[config.mk]
export PLATFORM = sky130hd
export DESIGN_NAME = sid_sequencer
export DESIGN_NICKNAME = d
export VERILOG_FILES = /design/src/rtl/sid_pkg.sv /design/src/rtl/sid_sequencer.sv
export SDC_FILE = /design/constraint.sdc
export NUM_CORES = 1
export LEC_CHECK = 0
export ABC_AREA = 1
export BUFFER_PORTS_ARGS = -buffer_cell sky130_fd_sc_hd__buf_2
export CAP_MARGIN = 20
export CORE_MARGIN = 2
export CORE_UTILIZATION = 33
export CTS_CLUSTER_DIAMETER = 100
export CTS_CLUSTER_SIZE = 25
export DETAILED_ROUTE_END_ITERATION = 8
export GPL_ROUTABILITY_DRIVEN = 0
export MAX_ROUTING_LAYER = met4
export SYNTH_ARGS = -nofsm -noshare
export SYNTH_HDL_FRONTEND = slang
export SYNTH_SLANG_ARGS = --single-unit
[constraint.sdc]
create_clock -name aclk -period 3.19 [get_ports aclk]
set_clock_uncertainty 0.05 [all_clocks]
set_input_delay 0.319 -clock aclk [delete_from_list [all_inputs] [get_ports aclk]]
set_output_delay 0.319 -clock aclk [all_outputs]
set_load 0.05 [all_outputs]
[src/rtl/sid_pkg.sv]
// Purpose: Shared constants and types for the ion sensor command and sequencer block
// Assumes: One 10 MHz clock, AXI4-Lite register access, command and timing pins asynchronous
// Notes:   Counter limits are last states, not state counts
package sid_pkg;

	// Command and one-time codes
	localparam logic [3:0]  SEAL_CODE        = 4'h5;
	localparam logic [3:0]  COVER_CODE       = 4'h7;

	// Frame counter
	localparam logic [6:0]  FRAME_LAST       = 7'h7F;
	localparam logic [6:0]  FRAME_AT_TEN     = 7'h0A;
	localparam logic [6:0]  FRAME_AT_39      = 7'h27;
	localparam logic [6:0]  FRAME_AT_79      = 7'h4F;
	localparam logic [6:0]  CAL_FIRST        = 7'h78;

	// Step counters
	localparam logic [4:0]  VEL_LAST         = 5'h13;
	localparam logic [4:0]  VEL_AT_NINE      = 5'h09;
	localparam logic [2:0]  LE_LAST          = 3'h5;
	localparam logic [4:0]  HE_LAST          = 5'h13;
	localparam logic [4:0]  GP_LAST          = 5'h17;
	localparam logic [6:0]  VF_MAX           = 7'h7F;
	localparam logic [3:0]  LONG_DIV_LAST    = 4'h9;

	// Register offsets and reset values
	localparam logic [7:0]  ADDR_STATUS      = 8'h00;
	localparam logic [7:0]  ADDR_COUNTERS    = 8'h04;
	localparam logic [7:0]  ADDR_DECODE_LO   = 8'h08;
	localparam logic [7:0]  ADDR_DECODE_HI   = 8'h0C;
	localparam logic [31:0] RST_DECODE_LO    = 32'h7654_3210;
	localparam logic [31:0] RST_DECODE_HI    = 32'hFEDC_BA98;
	localparam logic [1:0]  RESP_OKAY        = 2'h0;
	localparam logic [1:0]  RESP_SLVERR      = 2'h2;

	// Truncation modes
	typedef enum logic [1:0] {
		TRUNC_NONE = 2'h0,
		TRUNC_TEN  = 2'h1,
		TRUNC_39   = 2'h3,
		TRUNC_79   = 2'h2
	} sid_trunc_t;

	// Decoded command functions
	typedef enum logic [3:0] {
		FN_NOP         = 4'h0,
		FN_GP_STEP     = 4'h1,
		FN_FRAME_TEN   = 4'h2,
		FN_FRAME_39    = 4'h3,
		FN_VEL_NINE    = 4'h4,
		FN_FRAME_79    = 4'h5,
		FN_COMBINED    = 4'h6,
		FN_LONG_TOGGLE = 4'h7,
		FN_GLOBAL_RST  = 4'h8,
		FN_VF_HV       = 4'h9,
		FN_LE_HV       = 4'hA,
		FN_HE_HV       = 4'hB,
		FN_FORCED_CAL  = 4'hC,
		FN_GAUGE_HV    = 4'hD,
		FN_MULT_HV     = 4'hE,
		FN_INBUF_CLEAR = 4'hF
	} sid_fn_t;

	// Command and timing pins
	typedef struct packed {
		logic [3:0] cmd_code;
		logic       cmd_exec;
		logic       shift;
		logic       data_demand;
		logic       frame_mark;
		logic       even_frame_mark;
		logic       parity;
	} sid_pins_t;

	// On/off enables
	typedef struct packed {
		logic vf_hv;
		logic le_hv;
		logic he_hv;
		logic gauge_hv;
		logic mult_hv;
		logic gp_step;
	} sid_en_t;

	// Stepping supply settings and sequencer pulses
	typedef struct packed {
		logic [6:0] vf_step;
		logic [2:0] le_step;
		logic [4:0] he_step;
		logic [4:0] gp_step;
		logic       cal_gate;
		logic [1:0] cal_select;
		logic       sync_pulse;
		logic       advance_pulse;
	} sid_steps_t;

	// Strobe gate timing towards data handling
	typedef struct packed {
		logic shift;
		logic word;
		logic even_frame;
	} sid_dh_t;

endpackage : sid_pkg

[src/rtl/sid_sequencer.sv]
// Purpose: Command decode, one-time commands and programmer sequencing of the ion sensor
// Assumes: Pins are asynchronous pulses; rising edge marks a pulse
// Notes:   AXI4-Lite slave gives status, counters and the code decode table
//
// Implementation choices: the register offsets and the AXI4-Lite register port.
`timescale 1ns/1ps

// Behaviour
// - Four code lines form the command code
// - Act only on the execute pulse
// - Code pulses into buffer, copied on execute
// - Decode mode buffer, route control action
// - First seal code arms one-time seal break
// - Later seal codes reach input buffer only
// - Cover code fires cover release once
// - Input and mode buffers shown as status
// - Sequencer timing from partner timing pulses
// - Accept command pulses and parity pulse
// - 128-state frame counter is time reference
// - Sync and advance pulses to counters
// - Calibration gates at counting period end
// - Velocity counter 120 steps, 20 each
// - Low energy counter has six steps
// - Frame truncation at 10, 39, 79
// - Velocity truncation at count nine
// - Combined truncation: frame 79, velocity nine
// - Toggle ten-times accumulation interval
// - On/off toggles for each supply enable
// - Command clears the input buffer
// - Ground plane steps on frame wrap, 24 steps
// - High energy counter has 20 steps
// - Calibration zeroes analyzers, velocity maximum
module sid_sequencer (
	input  wire logic                aclk,
	input  wire logic                aresetn,
	input  wire sid_pkg::sid_pins_t  pins,
	output logic                     seal_break,
	output logic                     cover_release,
	output sid_pkg::sid_en_t         enables,
	output sid_pkg::sid_steps_t      steps,
	output sid_pkg::sid_dh_t         dh_timing,
	output logic [3:0]               input_buffer,
	output logic [3:0]               mode_buffer,
	input  wire logic [7:0]          s_axi_awaddr,
	input  wire logic                s_axi_awvalid,
	output logic                     s_axi_awready,
	input  wire logic [31:0]         s_axi_wdata,
	input  wire logic [3:0]          s_axi_wstrb,
	input  wire logic                s_axi_wvalid,
	output logic                     s_axi_wready,
	output logic [1:0]               s_axi_bresp,
	output logic                     s_axi_bvalid,
	input  wire logic                s_axi_bready,
	input  wire logic [7:0]          s_axi_araddr,
	input  wire logic                s_axi_arvalid,
	output logic                     s_axi_arready,
	output logic [31:0]              s_axi_rdata,
	output logic [1:0]               s_axi_rresp,
	output logic                     s_axi_rvalid,
	input  wire logic                s_axi_rready
);
	import sid_pkg::*;

	typedef struct packed {
		sid_pins_t  sy1;
		sid_pins_t  sy2;
		sid_pins_t  prev;
		logic [3:0] inbuf;
		logic [3:0] mode;
		logic       exec_pend;
		logic       seal_seen;
		logic       seal_arm;
		logic       cover_seen;
		logic       cover_arm;
		logic       seal_out;
		logic       cover_out;
		sid_en_t    en;
		sid_trunc_t trunc;
		logic       vel_nine;
		logic       long_on;
		logic       forced_cal;
		logic [3:0] long_div;
		logic [6:0] frame;
		logic [4:0] vel;
		logic [2:0] le;
		logic [4:0] he;
		logic [4:0] gp;
		logic       parity_bit;
		sid_steps_t out;
		sid_dh_t    dh;
		logic [31:0] dec_lo;
		logic [31:0] dec_hi;
		logic       aw_ok;
		logic [7:0] awaddr;
		logic       w_ok;
		logic [31:0] wdata;
		logic [3:0] wstrb;
		logic       bvalid;
		logic [1:0] bresp;
		logic       rvalid;
		logic [31:0] rdata;
		logic [1:0] rresp;
	} sid_state_t;

	sid_state_t  st_r;
	sid_state_t  st_nxt;
	sid_pins_t   rise;
	sid_fn_t     fn;
	logic [63:0] table_bits;
	logic [6:0]  frame_limit;
	logic [4:0]  vel_limit;
	logic        adv;
	logic        cal;
	logic [31:0] merged;

	assign s_axi_awready = !st_r.aw_ok && !st_r.bvalid;
	assign s_axi_wready  = !st_r.w_ok && !st_r.bvalid;
	assign s_axi_bvalid  = st_r.bvalid;
	assign s_axi_bresp   = st_r.bresp;
	assign s_axi_arready = !st_r.rvalid;
	assign s_axi_rvalid  = st_r.rvalid;
	assign s_axi_rdata   = st_r.rdata;
	assign s_axi_rresp   = st_r.rresp;
	assign seal_break    = st_r.seal_out;
	assign cover_release = st_r.cover_out;
	assign enables       = st_r.en;
	assign steps         = st_r.out;
	assign dh_timing     = st_r.dh;
	assign input_buffer  = st_r.inbuf;
	assign mode_buffer   = st_r.mode;

	always_comb begin
		st_nxt = st_r;
		rise = st_r.sy2 & ~st_r.prev;
		table_bits = {st_r.dec_hi, st_r.dec_lo};
		fn = sid_fn_t'(table_bits[{st_r.mode, 2'b00} +: 4]);
		adv = 1'b0;
		merged = 32'h0000_0000;

		// Pins pass two flops before the edge detector
		st_nxt.sy1  = pins;
		st_nxt.sy2  = st_r.sy1;
		st_nxt.prev = st_r.sy2;

		st_nxt.seal_out  = 1'b0;
		st_nxt.cover_out = 1'b0;
		st_nxt.out.sync_pulse    = 1'b0;
		st_nxt.out.advance_pulse = 1'b0;

		// Code pulses accumulate in the input buffer
		st_nxt.inbuf = st_r.inbuf | rise.cmd_code;

		// One-time register catches only the first appearance
		if (!st_r.seal_seen && st_nxt.inbuf == SEAL_CODE) begin
			st_nxt.seal_seen = 1'b1;
			st_nxt.seal_arm  = 1'b1;
		end
		if (!st_r.cover_seen && st_nxt.inbuf == COVER_CODE) begin
			st_nxt.cover_seen = 1'b1;
			st_nxt.cover_arm  = 1'b1;
		end

		// Mode buffer strobed on execute, decoded one cycle later
		st_nxt.exec_pend = rise.cmd_exec;
		if (rise.cmd_exec) begin
			st_nxt.mode = st_r.inbuf;
		end

		if (st_r.exec_pend) begin
			if (st_r.seal_arm) begin
				st_nxt.seal_out = 1'b1;
				st_nxt.seal_arm = 1'b0;
			end
			if (st_r.cover_arm) begin
				st_nxt.cover_out = 1'b1;
				st_nxt.cover_arm = 1'b0;
			end
			case (fn)
				FN_GP_STEP:     st_nxt.en.gp_step = !st_r.en.gp_step;
				FN_FRAME_TEN:   st_nxt.trunc = TRUNC_TEN;
				FN_FRAME_39:    st_nxt.trunc = TRUNC_39;
				FN_FRAME_79:    st_nxt.trunc = TRUNC_79;
				FN_VEL_NINE:    st_nxt.vel_nine = 1'b1;
				FN_COMBINED: begin
					st_nxt.trunc    = TRUNC_79;
					st_nxt.vel_nine = 1'b1;
				end
				FN_LONG_TOGGLE: st_nxt.long_on = !st_r.long_on;
				FN_VF_HV:       st_nxt.en.vf_hv = !st_r.en.vf_hv;
				FN_LE_HV:       st_nxt.en.le_hv = !st_r.en.le_hv;
				FN_HE_HV:       st_nxt.en.he_hv = !st_r.en.he_hv;
				FN_GAUGE_HV:    st_nxt.en.gauge_hv = !st_r.en.gauge_hv;
				FN_MULT_HV:     st_nxt.en.mult_hv = !st_r.en.mult_hv;
				FN_FORCED_CAL:  st_nxt.forced_cal = !st_r.forced_cal;
				// New code pulses in the clearing cycle survive
				FN_INBUF_CLEAR: st_nxt.inbuf = rise.cmd_code;
				default: begin
				end
			endcase
		end

		// Frame advance on frame mark, every tenth when interval is long
		if (rise.frame_mark) begin
			if (st_r.long_on && st_r.long_div != LONG_DIV_LAST) begin
				st_nxt.long_div = st_r.long_div + 4'h1;
			end else begin
				st_nxt.long_div = 4'h0;
				adv = 1'b1;
			end
		end

		case (st_r.trunc)
			TRUNC_TEN: frame_limit = FRAME_AT_TEN;
			TRUNC_39:  frame_limit = FRAME_AT_39;
			TRUNC_79:  frame_limit = FRAME_AT_79;
			default:   frame_limit = FRAME_LAST;
		endcase
		vel_limit = st_r.vel_nine ? VEL_AT_NINE : VEL_LAST;
		cal = st_r.frame >= CAL_FIRST || st_r.forced_cal;

		if (adv) begin
			st_nxt.out.advance_pulse = 1'b1;
			if (st_r.frame >= frame_limit) begin
				st_nxt.frame = 7'h00;
				st_nxt.out.sync_pulse = 1'b1;
				if (st_r.en.gp_step) begin
					st_nxt.gp = (st_r.gp == GP_LAST) ? 5'h00 : st_r.gp + 5'h01;
				end
			end else begin
				st_nxt.frame = st_r.frame + 7'h01;
			end
			// Velocity, low and high energy steps hold still while calibration gates are open
			if (!cal) begin
				st_nxt.he = (st_r.he == HE_LAST) ? 5'h00 : st_r.he + 5'h01;
				if (st_r.vel >= vel_limit) begin
					st_nxt.vel = 5'h00;
					st_nxt.le  = (st_r.le == LE_LAST) ? 3'h0 : st_r.le + 3'h1;
				end else begin
					st_nxt.vel = st_r.vel + 5'h01;
				end
			end
		end

		// Global reset last so it overrides any counter advance; advance and sync pulses still go out
		if (st_r.exec_pend && fn == FN_GLOBAL_RST) begin
			st_nxt.frame      = 7'h00;
			st_nxt.vel        = 5'h00;
			st_nxt.le         = 3'h0;
			st_nxt.he         = 5'h00;
			st_nxt.gp         = 5'h00;
			st_nxt.long_div   = 4'h0;
			st_nxt.trunc      = TRUNC_NONE;
			st_nxt.vel_nine   = 1'b0;
			st_nxt.long_on    = 1'b0;
			st_nxt.forced_cal = 1'b0;
		end

		// Supply settings; calibration blanks ion counts
		st_nxt.out.cal_gate   = st_nxt.frame >= CAL_FIRST || st_nxt.forced_cal;
		st_nxt.out.cal_select = st_nxt.frame[1:0];
		if (st_nxt.out.cal_gate) begin
			st_nxt.out.vf_step = VF_MAX;
			st_nxt.out.le_step = 3'h0;
			st_nxt.out.he_step = 5'h00;
		end else begin
			st_nxt.out.vf_step = {2'b00, st_nxt.vel} + {st_nxt.le, 4'h0} + {2'b00, st_nxt.le, 2'b00};
			st_nxt.out.le_step = st_nxt.le;
			st_nxt.out.he_step = st_nxt.he;
		end
		st_nxt.out.gp_step = st_nxt.gp;

		// Strobe gate timing and frame parity
		st_nxt.dh.shift      = rise.shift;
		st_nxt.dh.word       = rise.data_demand;
		st_nxt.dh.even_frame = rise.even_frame_mark;
		if (rise.parity) begin
			st_nxt.parity_bit = !st_r.parity_bit;
		end

		// Write channel: address and data in either order
		if (s_axi_awvalid && s_axi_awready) begin
			st_nxt.aw_ok  = 1'b1;
			st_nxt.awaddr = s_axi_awaddr;
		end
		if (s_axi_wvalid && s_axi_wready) begin
			st_nxt.w_ok  = 1'b1;
			st_nxt.wdata = s_axi_wdata;
			st_nxt.wstrb = s_axi_wstrb;
		end
		if (st_r.aw_ok && st_r.w_ok) begin
			st_nxt.aw_ok  = 1'b0;
			st_nxt.w_ok   = 1'b0;
			st_nxt.bvalid = 1'b1;
			st_nxt.bresp  = RESP_OKAY;
			merged = st_r.awaddr[7:2] == ADDR_DECODE_LO[7:2] ? st_r.dec_lo : st_r.dec_hi;
			for (int i = 0; i < 4; i++) begin
				if (st_r.wstrb[i]) begin
					merged[i*8 +: 8] = st_r.wdata[i*8 +: 8];
				end
			end
			case (st_r.awaddr[7:2])
				ADDR_DECODE_LO[7:2]: st_nxt.dec_lo = merged;
				ADDR_DECODE_HI[7:2]: st_nxt.dec_hi = merged;
				ADDR_STATUS[7:2], ADDR_COUNTERS[7:2]: begin
				end
				default: st_nxt.bresp = RESP_SLVERR;
			endcase
		end
		if (st_r.bvalid && s_axi_bready) begin
			st_nxt.bvalid = 1'b0;
		end

		// Read channel: one-cycle answer
		if (s_axi_arvalid && s_axi_arready) begin
			st_nxt.rvalid = 1'b1;
			st_nxt.rresp  = RESP_OKAY;
			case (s_axi_araddr[7:2])
				ADDR_STATUS[7:2]: st_nxt.rdata = {8'h00, st_r.parity_bit, st_r.forced_cal, st_r.long_on,
					st_r.vel_nine, st_r.trunc, st_r.cover_seen, st_r.seal_seen, 2'b00, st_r.en,
					st_r.mode, st_r.inbuf};
				ADDR_COUNTERS[7:2]: st_nxt.rdata = {2'b00, st_r.gp, st_r.he, st_r.le, st_r.vel,
					st_r.long_div, 1'b0, st_r.frame};
				ADDR_DECODE_LO[7:2]: st_nxt.rdata = st_r.dec_lo;
				ADDR_DECODE_HI[7:2]: st_nxt.rdata = st_r.dec_hi;
				default: begin
					st_nxt.rdata = 32'h0000_0000;
					st_nxt.rresp = RESP_SLVERR;
				end
			endcase
		end else if (st_r.rvalid && s_axi_rready) begin
			st_nxt.rvalid = 1'b0;
		end
	end

	always_ff @(posedge aclk) begin
		if (!aresetn) begin
			// One-time flags clear only here; they never rearm in flight
			st_r        <= '0;
			st_r.trunc  <= TRUNC_NONE;
			st_r.dec_lo <= RST_DECODE_LO;
			st_r.dec_hi <= RST_DECODE_HI;
		end else begin
			st_r <= st_nxt;
		end
	end

endmodule : sid_sequencer

==> results.txt, run 1 <==
Fin. Hold Viols = 0
Startpoint Class = flop
Synth cell types = 46
Non-Filler Instances = 2245
Pwr/cell area = 447.2 nW/um2
Die W = 194.9 um
Final setup vio count = 0
Fillers = 3847
TNS Setup = 0 ns
Drt first pass iters = 5
CP Max Fanout = 5
Post-route minimum period = 3.082 ns
IO Port Bufs = 147
Largest net degree at the start of global routing = 64
Arrival time at the worst endpoint = 3.48 ns
Crit Path Category = flop to flop
Vias = 10940
ANT cells = 0
Initial core utilization = 33.64%
I/O Pins = 154
Compound-Gate Fraction of Synth Area = 17.87%
Required @ worst endpoint = 3.59 ns
Crit path largest cell delay = 0.51 ns
Drt drc = 0
Worst Tran Pin Value = 0.9546 ns
Most numerous cell on the critical path = nand2_1
Outcome = completed
Hold Path Origin = s_axi_wdata[20]
Vias in the first global route = 9867
Drt wl/cell = 16.23 um
Synthesized area = 12020 um2
Top delay family on crit path = adder cells
Final Max Tran Viols = 0
GRT Overall Usage = 19.10%
Area growth syn-to-layout = 14.18%
Final #Nets = 1875
Placed Cells incl. Taps = 2202
Peak supply drop = 0.2865 mV
Critical Path Slowest Stage Cell = fa_2
Largest family of logic cells by synthesized area = simple AND/OR/NAND/NOR gates
Ys Warns = 0
Critical path cell sequence = clkbuf_16 -> o211ai_1 -> nand3_1 -> nand3_1 -> nand2_2 -> nor2_4 -> nand2_4 -> buf_4 -> buf_4 -> nand2_1 -> inv_1 -> ha_1 -> ha_2 -> fa_2 -> nand2_1 -> nand2_1
Clk slew on worst S/H paths = 0.11 ns
Max-cap violation count = 0
Hold Path Class = primary input to flop
Multiplexer area fraction after synthesis = 0.08326%
Post-Syn Instances = 1689
Worst Setup End Kind = flop
Adder-Cell Fraction of Synth Area = 2.935%
Grt ovf = 0
Worst path bufs/invs = 4
Sink Count = 251
Clk_lat worst skew = 0.51 ns
Slew margin rel. = 36.29%
Post-synthesis xor/xnor area fraction = 0.6556%
First-pass GRT wire length = 55900 um
Flops & latches, synth = 251
Post-synthesis simple-gate area fraction = 21.58%
HPWL after detailed placement = 26600 um
H-tree lvl count = 1
DIE AREA = 37980 um2
Reg2Reg Launch Point = mode_buffer[0]$_SDFFE_PN0P_
Achievable frequency = 324.4 MHz
Lkg Pwr = 6.535 nW
Cts bufs inserted = 14
Clk root buf = clkbuf_16
Share of cells above drive strength 1 = 16.54%
Core box area = 35740 um2
Vias/cell = 4.874
WL final = 36440 um
Critical path startpoint = mode_buffer[0]$_SDFFE_PN0P_
CTS tree = yes
Avg Cell Area, Syn = 7.118 um2
Final Cycle Share = 96.62%
Largest buffer count on any clock path = 3
Rows = 69
Die Height = 194.9 um
DRT iter0 DRCs = 991
Sequential-to-total area share from yosys stat = 41.79%
Initial antenna violation count = 0
Antenna Nets Post-Route = 0
==> final timing paths <==
path	to	slack, ns	cells past startpoint
worst min-delay path	st_r[62]$_SDFFE_PN0P_	0.03	3
worst max-delay path	steps[22]$_SDFF_PN0_	0.11	16
worst min register to register	dh_timing[1]$_SDFF_PN0_	0.34	1
worst max register to register	steps[22]$_SDFF_PN0_	0.11	16
==> cell usage in the layout, fill, tap and decap left out, types with 17 or more instances in the layout <==
master	instances
nand2_1	309
dfxtp_1	249
inv_1	213
nor2_1	199
a21oi_1	179
buf_2	146
o21ai_0	104
buf_4	63
nand3_1	61
o22ai_1	33
o211ai_1	31
ha_1	23
clkbuf_16	18
o21ai_1	17
==> stage by stage <==
stage	total power, W	utilization, %	area [um2]	setup WS [ns]	hold slack [ns]
4_1_cts	0.006189	37.70	13470	0.04288	0.007687
6_report	0.006139	38.41	13730	0.1077	0.02675
2_1_floorplan	0.003874	-	12030	0.2141	0.3180
3_5_place_dp	0.004094	36.11	12910	0.08084	0.3271
5_1_grt	0.006409	38.41	13730	-0.007235	0.02516
3_3_place_gp	0.004080	36.11	12910	0.08155	0.3229
==> metal layers <==
| layer | global-route usage, % | vias up | share of wire [%] |
|---|---|---|---|
| met4 | 4.665 | 0 | 2.3 |
| met1 | 26.76 | 5008 | 47 |
| li1 | - | 5516 | - |
| met5 | - | - | 0 |
| met3 | 3.037 | 47 | 7.3 |
| met2 | 28.71 | 371 | 44 |
==> worst register-to-register path: cells and delay by family, from the launching register on <==
| family | cells | cell delay (ns) |
|---|---|---|
| adders and majority gates | 3 | 1.00 |
| and+or+nand+nor | 8 | 0.72 |
| buffers and inverters | 4 | 0.52 |
| AOI/OAI and AO/OA | 1 | 0.30 |
| DFF | 1 | 0.42 |
==> synthesized netlist by cell type (all sizes together) <==
library cell	instances	area share [%]
nor4	2	0.23
conb	1	0.031
nand4	10	0.52
clkbuf	50	1.6
a22oi	9	0.56
buf	106	6.3
o21ai	124	5.2
and2	1	0.052
nor3	9	0.46
o211ai	31	1.9
o21a	2	0.12
o21bai	1	0.062
o22ai	33	1.7
nand2	324	10
fa	2	0.33
a21o	1	0.062
dfxtp	251	42
a21oi	180	7.5
nor2	204	6.7
clkinv	5	0.16
a31oi	3	0.16
inv	225	7.1
nor2b	1	0.052
or2	1	0.052
mux2i	1	0.083
a211oi	2	0.12
o221ai	6	0.44
xor2	9	0.66
nand3	70	3.1
ha	25	2.6
==> cell type report <==
class / instances / area (um2) / share of cell area, %
Sequential cell: 251 / 5030 / 36.64
Clock inverter: 4 / 52.55 / 0.3828
Clock buffer: 17 / 402.9 / 2.935
Timing Repair Buffer: 229 / 1491 / 10.86
Multi-Input combinational cell: 1053 / 5299 / 38.60
Inverter: 230 / 875.8 / 6.380
Tap cell: 461 / 576.8 / 4.202
==> cells by family (layout without fill, tap and decap cells) <==
group,count (synthesis),count (layout)
buffers and inverters,386,480
AOI/OAI and AO/OA,392,392
other,1,2
adders and majority gates,27,27
xor gates and xnor gates,9,9
and+or+nand+nor,622,622
DFF,251,251
muxes,1,1
==> report_power, final <==
group | switching, W | internal (W)
Combinational | 0.000515 | 0.000246
Sequential | 0.0000745 | 0.00323
Clock | 0.00108 | 0.000994
==> timing repair <==
| item | CTS | global route |
|---|---|---|
| setup endpoints to repair | 0 | 3 |
| hold buffers | 11 | 0 |
| gates resized for setup | 0 | 31 |
| buffers inserted | 0 | 6 |
| endpoints found under the hold margin | 11 | 0 |
==> sequential cells by signal, summed over array words and instances, names as in the netlist <==
signal,cells
s_axi_rvalid,1
enables,6
s_axi_bvalid,1
st_r,153
s_axi_rdata,32
s_axi_bresp,1
steps,23
dh_timing,3
input_buffer,4
cover_release,1
seal_break,1
mode_buffer,4
st_nxt,20
s_axi_rresp,1
Power figures use the tool's default switching activity.
==> inputs of run 2 (changes only) <==
- clock period: 3.19 -> 3.3 ns (I/O delays scaled with it)
==> run 2 against run 1 <==
Maximum frequency shrank 1.1%. Via count shrank 0.83%. Setup slack gained 0.076 ns. Hold slack lost 0.0022 ns. Sequential cell count is the same. Sequential power shrank 3%. Non-clock buffer count shrank 24.
==> results.txt, run 2 (synthesized netlist as in run 1, its figures left out) <==
Outcome = completed
Cts bufs inserted = 15 (+1)
Pwr/cell area = 437.6 nW/um2 (-2.1%)
I/O Pins = 154 (unchanged)
First-pass GRT wire length = 54720 um (-2.1%)
Final setup vio count = 0 (unchanged)
Worst Tran Pin Value = 0.9530 ns (-0.001563 ns)
Die Height = 194.9 um (unchanged)
Final Max Tran Viols = 0 (unchanged)
ANT cells = 0 (unchanged)
Area growth syn-to-layout = 11.61%
Register-to-Register Path Depth = 20 (+4)
Share of cells above drive strength 1 = 14.42% (-2.1 points)
Fin. Hold Viols = 0 (unchanged)
Fin area = 13420 um2 (-2.3%)
Worst Setup End Kind = flop
CP Max Fanout = 29 (+24)
Placed cell area = 12790 um2 (-0.93%)
Vias in the first global route = 9865 (-0.020%)
Most frequent cells in the layout = 312 x nand2_1, 249 x dfxtp_1, 214 x inv_1
DRT iter0 DRCs = 915 (-7.7%)
Peak supply drop = 0.2503 mV (-13%)
Reg2reg setup slack = 0.18 ns (+0.08 ns)
Largest net degree at the start of global routing = 64 (unchanged)
Metal-1 WL = 16690 um (-2.2%)
Hold Crit Depth = 3 (unchanged)
Reg2Reg Launch Point = mode_buffer[0]$_SDFFE_PN0P_
Drt drc = 0 (unchanged)
Initial antenna violation count = 0 (unchanged)
Drt wl/cell = 16.03 um (-1.2%)
Hold Path Origin = s_axi_wdata[18]
Largest buffer count on any clock path = 3 (unchanged)
Core box area = 35740 um2 (unchanged)
Place WS = 0.06459 ns (-0.01625 ns)
Largest register FFs = 153 (unchanged)
Clk slew on worst S/H paths = 0.10 ns (about the same)
Lkg Pwr = 6.405 nW (-2.0%)
Drt first pass iters = 7 (+2)
Required @ worst endpoint = 3.70 ns (+0.11 ns)
Startpoint Class = flop
WL final = 35630 um (-2.2%)
Achievable frequency = 320.9 MHz (-1.1%)
Most common cell after layout, fill and taps aside = nand2_1
Initial core utilization = 33.64% (unchanged)
Sink Count = 251 (unchanged)
HPWL after detailed placement = 26450 um (-0.57%)
Highest metal layer with signal wires = met4
Max-cap violation count = 0 (unchanged)
Rows = 69 (unchanged)
Slew margin rel. = 36.40% (+0.10 points)
Vias = 10850 (-0.83%)
Clk root buf = clkbuf_16
Hold Crit Endpoint = st_r[60]$_SDFFE_PN0P_
Met2 Wirelength = 15460 um (-2.5%)
Clk_lat worst skew = 0.51 ns (about the same)
GRT Overall Usage = 18.70% (-0.40 points)
IO Port Bufs = 147 (unchanged)
Vias/cell = 4.883 (+0.19%)
DR WL met3 = 2469 um (-6.7%)
CTS tree = yes
Crit Path Category = flop to flop
Arrival time at the worst endpoint = 3.52 ns (+0.04 ns)
PnR worst setup slack = 0.1833 ns (+0.07563 ns)
Grt ovf = 0 (unchanged)
Final #Nets = 1852 (-1.2%)
Worst hold slack = 0.02456 ns (-0.002194 ns)
Largest Register = st_r
DIE AREA = 37980 um2 (unchanged)
Post-route minimum period = 3.117 ns (+0.03437 ns)
Final Cycle Share = 94.45% (-2.2 points)
Worst flop-to-flop path endpoint = steps[24]$_SDFF_PN0_
Antenna Nets Post-Route = 0 (unchanged)
H-tree lvl count = 1 (unchanged)
Hold Path Class = primary input to flop
Die W = 194.9 um (unchanged)
## run 2: repair_timing
item,4_1_cts,5_1_grt
setup endpoints to repair,0,2
gates resized for setup,0,12
hold endpoints to repair,11,0
buffers inserted,0,2
hold buffers,11,0
## run 2: how the worst max path moves through the flow
| stage | start | end | slack, ns | cells after the start |
|---|---|---|---|---|
| final | mode_buffer[0]$_SDFFE_PN0P_ | steps[24]$_SDFF_PN0_ | 0.18 | 20 |
| after global routing | st_r[202]$_SDFFE_PP0P_ | steps[24]$_SDFF_PN0_ | -0.0005 | 19 |
| after CTS | mode_buffer[0]$_SDFFE_PN0P_ | steps[24]$_SDFF_PN0_ | 0.05 | 19 |
| after detailed placement | mode_buffer[0]$_SDFFE_PN0P_ | steps[24]$_SDFF_PN0_ | 0.06 | 19 |
| after global placement | mode_buffer[0]$_SDFFE_PN0P_ | steps[24]$_SDFF_PN0_ | 0.14 | 19 |
| after floorplan | st_r[203]$_SDFFE_PP0P_ | steps[24]$_SDFF_PN0_ | 0.32 | 20 |
## run 2: report_power, final
part           internal, W  switching (W)
logic             0.000219       0.000484
registers          0.00312      0.0000700
clock network     0.000869        0.00111
total              0.00421        0.00166
## run 2: routing by layer
layer | vias to the layer above | GRT usage, %
met5 | - | -
li1 | 5459 | -
met4 | 0 | 5.089
met3 | 47 | 3.002
met1 | 4988 | 25.82
met2 | 357 | 28.30
## run 2: per-stage QoR
stage / setup TNS (ns) / power [W] / instances / util, %
after floorplan: 0 / 0.003745 / 1690 / -
after global placement: 0 / 0.003931 / 2186 / 35.78
after detailed placement: 0 / 0.003945 / 2186 / 35.78
after CTS: 0 / 0.005921 / 2219 / 37.31
after global routing: -0.0005000 / 0.006126 / 2222 / 37.54
final: 0 / 0.005873 / 2222 / 37.54
## run 2: final cells by class
| class | count | area (um2) |
|---|---|---|
| Multi-Input combinational cell | 1053 | 5234 |
| Timing Repair Buffer | 205 | 1272 |
| Sequential cell | 251 | 5030 |
| Clock buffer | 16 | 379.1 |
| Fill cell | 3853 | 22320 |
| Clock inverter | 6 | 58.81 |
| Tap cell | 461 | 576.8 |
| Inverter | 230 | 868.3 |
## run 2: critical path: stages (launching register included)
cell and delay [ns]:
dfxtp_4 0.39, inv_2 0.07, buf_12 0.16, nand2_1 0.07, nand3_1 0.08, nand3_1 0.08
nand3_1 0.11, nand2_2 0.10, nand2_4 0.12, nor2_4 0.05, nand2_4 0.09, nand2_2 0.06
or2_1 0.27, fa_1 0.51, inv_1 0.07, ha_1 0.30, a31oi_2 0.19, inv_1 0.05
nand3_1 0.08, nand3_1 0.07, nand2_1 0.09
==> inputs of run 3 (changes only) <==
- REMOVE_ABC_BUFFERS: unset -> 1
==> run 3 against run 2 <==
Combinational power fell by 0.7%. Non-clock buffer count fell by 5. Sequential share of layout area rose by 0.21 points. Sequential power barely moved. Critical path depth rose by 2. First-iteration DRC count fell by 6.3%. Maximum frequency rose by 1.7%. Global-route usage fell by 0.32 points. Final cell count fell by 0.36%. Sequential cell count did not move. Highest routed layer unchanged.
==> results.txt, run 3 (synthesized netlist as in run 1, its figures left out) <==
HPWL after detailed placement = 25430 um (-3.8%)
Initial core utilization = 33.64% (unchanged)
CP Max Fanout = 6 (-79%)
Gate power share = 11.9% (about the same)
Largest Register = st_r
Hold Path Class = primary input to flop
Fillers = 3857 (+0.10%)
Drt wl/cell = 15.66 um (-2.3%)
Achievable frequency = 326.2 MHz (+1.7%)
IO Port Bufs = 147 (unchanged)
Grt ovf = 0 (unchanged)
WL final = 34670 um (-2.7%)
Reg power frac = 54.5% (+0.2 points)
Die W = 194.9 um (unchanged)
Die Height = 194.9 um (unchanged)
Post-route minimum period = 3.066 ns (-0.05063 ns)
Required @ worst endpoint = 3.71 ns (about the same)
Most frequent cells in the layout = 313 x nand2_1, 249 x dfxtp_1, 214 x inv_1
Area growth syn-to-layout = 10.94%
Pwr/cell area = 439.0 nW/um2 (+0.32%)
Cts bufs inserted = 14 (-1)
Rows = 69 (unchanged)
Final #Nets = 1846 (-0.32%)
Worst Setup End Kind = flop
Peak supply drop = 0.3360 mV (+34%)
Vias/cell = 4.918 (+0.70%)
Slew margin rel. = 44.77% (+8.4 points)
Lkg Pwr = 6.362 nW (-0.66%)
Fin. Hold Viols = 0 (unchanged)
Worst hold slack = 0.02709 ns (+0.002527 ns)
Initial antenna violation count = 0 (unchanged)
Internal power = 0.004254 W (+1.1%)
Sink Count = 251 (unchanged)
Drt first pass iters = 5 (-2)
Largest buffer count on any clock path = 3 (unchanged)
Switch share = 27.36% (-0.97 points)
Startpoint Class = flop
Final Max Tran Viols = 0 (unchanged)
Vias = 10890 (+0.34%)
Drt drc = 0 (unchanged)
Largest net degree at the start of global routing = 52 (-19%)
Core box area = 35740 um2 (unchanged)
Share of cells above drive strength 1 = 13.92% (-0.50 points)
Vias in the first global route = 10390 (+5.3%)
First-pass GRT wire length = 54650 um (-0.13%)
Crit path largest cell delay = 0.50 ns (about the same)
Total power = 0.005856 W (-0.29%)
DRT iter0 DRCs = 857 (-6.3%)
ANT cells = 0 (unchanged)
Most numerous cell on the critical path = nand3_1
DIE AREA = 37980 um2 (unchanged)
Critical path cell sequence = inv_2 -> buf_4 -> nand2_1 -> nand3_1 -> nand3_1 -> nand3_1 -> nand2_2 -> nand2_4 -> nor2_4 -> nand2_4 -> nand2_2 -> or2_1 -> fa_1 -> inv_1 -> ha_1 -> nand2_1 -> nand2_1 -> a31oi_1 -> inv_1 -> nand3_1 -> nand3_1 -> nand2_1
Clk slew on worst S/H paths = 0.10 ns (about the same)
RSZ-0062 raised after global routing = no
Clk_lat worst skew = 0.52 ns (about the same)
I/O Pins = 154 (unchanged)
H-tree lvl count = 1 (unchanged)
CTS tree = yes
Most common cell after layout, fill and taps aside = nand2_1
GRT Overall Usage = 18.38% (-0.32 points)
Outcome = completed
Critical Path Slowest Stage Cell = fa_1
Clock network fraction of design power = 33.6% (about the same)
Largest register FFs = 153 (unchanged)
Final Cycle Share = 92.91% (-1.5 points)
Net Switching = 0.001602 W (-3.7%)
Worst Tran Pin Value = 0.8273 ns (-0.1257 ns)
Clk root buf = clkbuf_16
Crit Path Category = flop to flop
Arrival time at the worst endpoint = 3.47 ns (-0.05 ns)
Max-cap violation count = 0 (unchanged)
Antenna Nets Post-Route = 0 (unchanged)
Final setup vio count = 0 (unchanged)
run 3: final cells by class:
cell class                 count  area, um2  share of cell area (%)
multi-input combinational   1053       5211                   39.07
sequential                   251       5027                   37.69
timing repair buffer         200       1221                   9.156
inverter                     230      868.3                   6.510
tap                          461      576.8                   4.325
clock buffer                  15      375.4                   2.814
clock inverter                 4      57.56                  0.4315
run 3: final timing paths:
kind / to / startpoint / slack [ns] / depth (start not counted)
max: steps[24]$_SDFF_PN0_ / mode_buffer[0]$_SDFFE_PN0P_ / 0.23 / 22
min: st_r[43]$_SDFFE_PN0P_ / s_axi_wdata[1] / 0.03 / 3
max reg2reg: steps[24]$_SDFF_PN0_ / mode_buffer[0]$_SDFFE_PN0P_ / 0.23 / 22
min reg2reg: dh_timing[2]$_SDFF_PN0_ / st_r[236]$_SDFF_PN0_ / 0.34 / 1
run 3: critical path, delay by kind of cell, from the launching register on:
| kind | cells | cell delay (ns) |
|---|---|---|
| simple gates | 15 | 1.35 |
| fa+ha+maj | 2 | 0.70 |
| buf+inv | 4 | 0.37 |
| flops | 1 | 0.37 |
| compound gates | 1 | 0.18 |
run 3: per-stage QoR:
step / setup WS [ns] / instance area, um2 / cells / utilization, % / setup TNS (ns)
floorplan: -0.7603 / 11090 / 1534 / - / -2.283
global placement: 0.1155 / 12760 / 2183 / 35.71 / 0
detailed placement: 0.1051 / 12760 / 2183 / 35.71 / 0
CTS: 0.08093 / 13310 / 2213 / 37.23 / 0
global route: 0.001011 / 13340 / 2214 / 37.32 / 0
finish: 0.2339 / 13340 / 2214 / 37.32 / 0
run 3: timing repair:
item | in CTS | in global routing
gates resized for setup | 0 | 7
hold endpoints to repair | 11 | 0
endpoints found under the setup margin | 0 | 2
buffers inserted | 0 | 1
hold buffers | 11 | 0
run 3: metal layers:
| metal | global-route usage [%] | up-vias | share of wire (%) |
|---|---|---|---|
| met5 | - | - | 0 |
| met4 | 6.050 | 0 | 3.2 |
| met3 | 3.019 | 62 | 6.2 |
| met2 | 29.71 | 348 | 46 |
| met1 | 23.42 | 5017 | 45 |
| li1 | - | 5461 | - |
run 3: power groups by stage:
stage	clock [W]	combinational, W	sequential [W]
after floorplan	0	0.000383	0.00330
after CTS	0.00204	0.000697	0.00319
after global placement	0	0.000675	0.00325
final	0.00197	0.000697	0.00319
after detailed placement	0	0.000686	0.00326
after global routing	0.00213	0.000782	0.00320
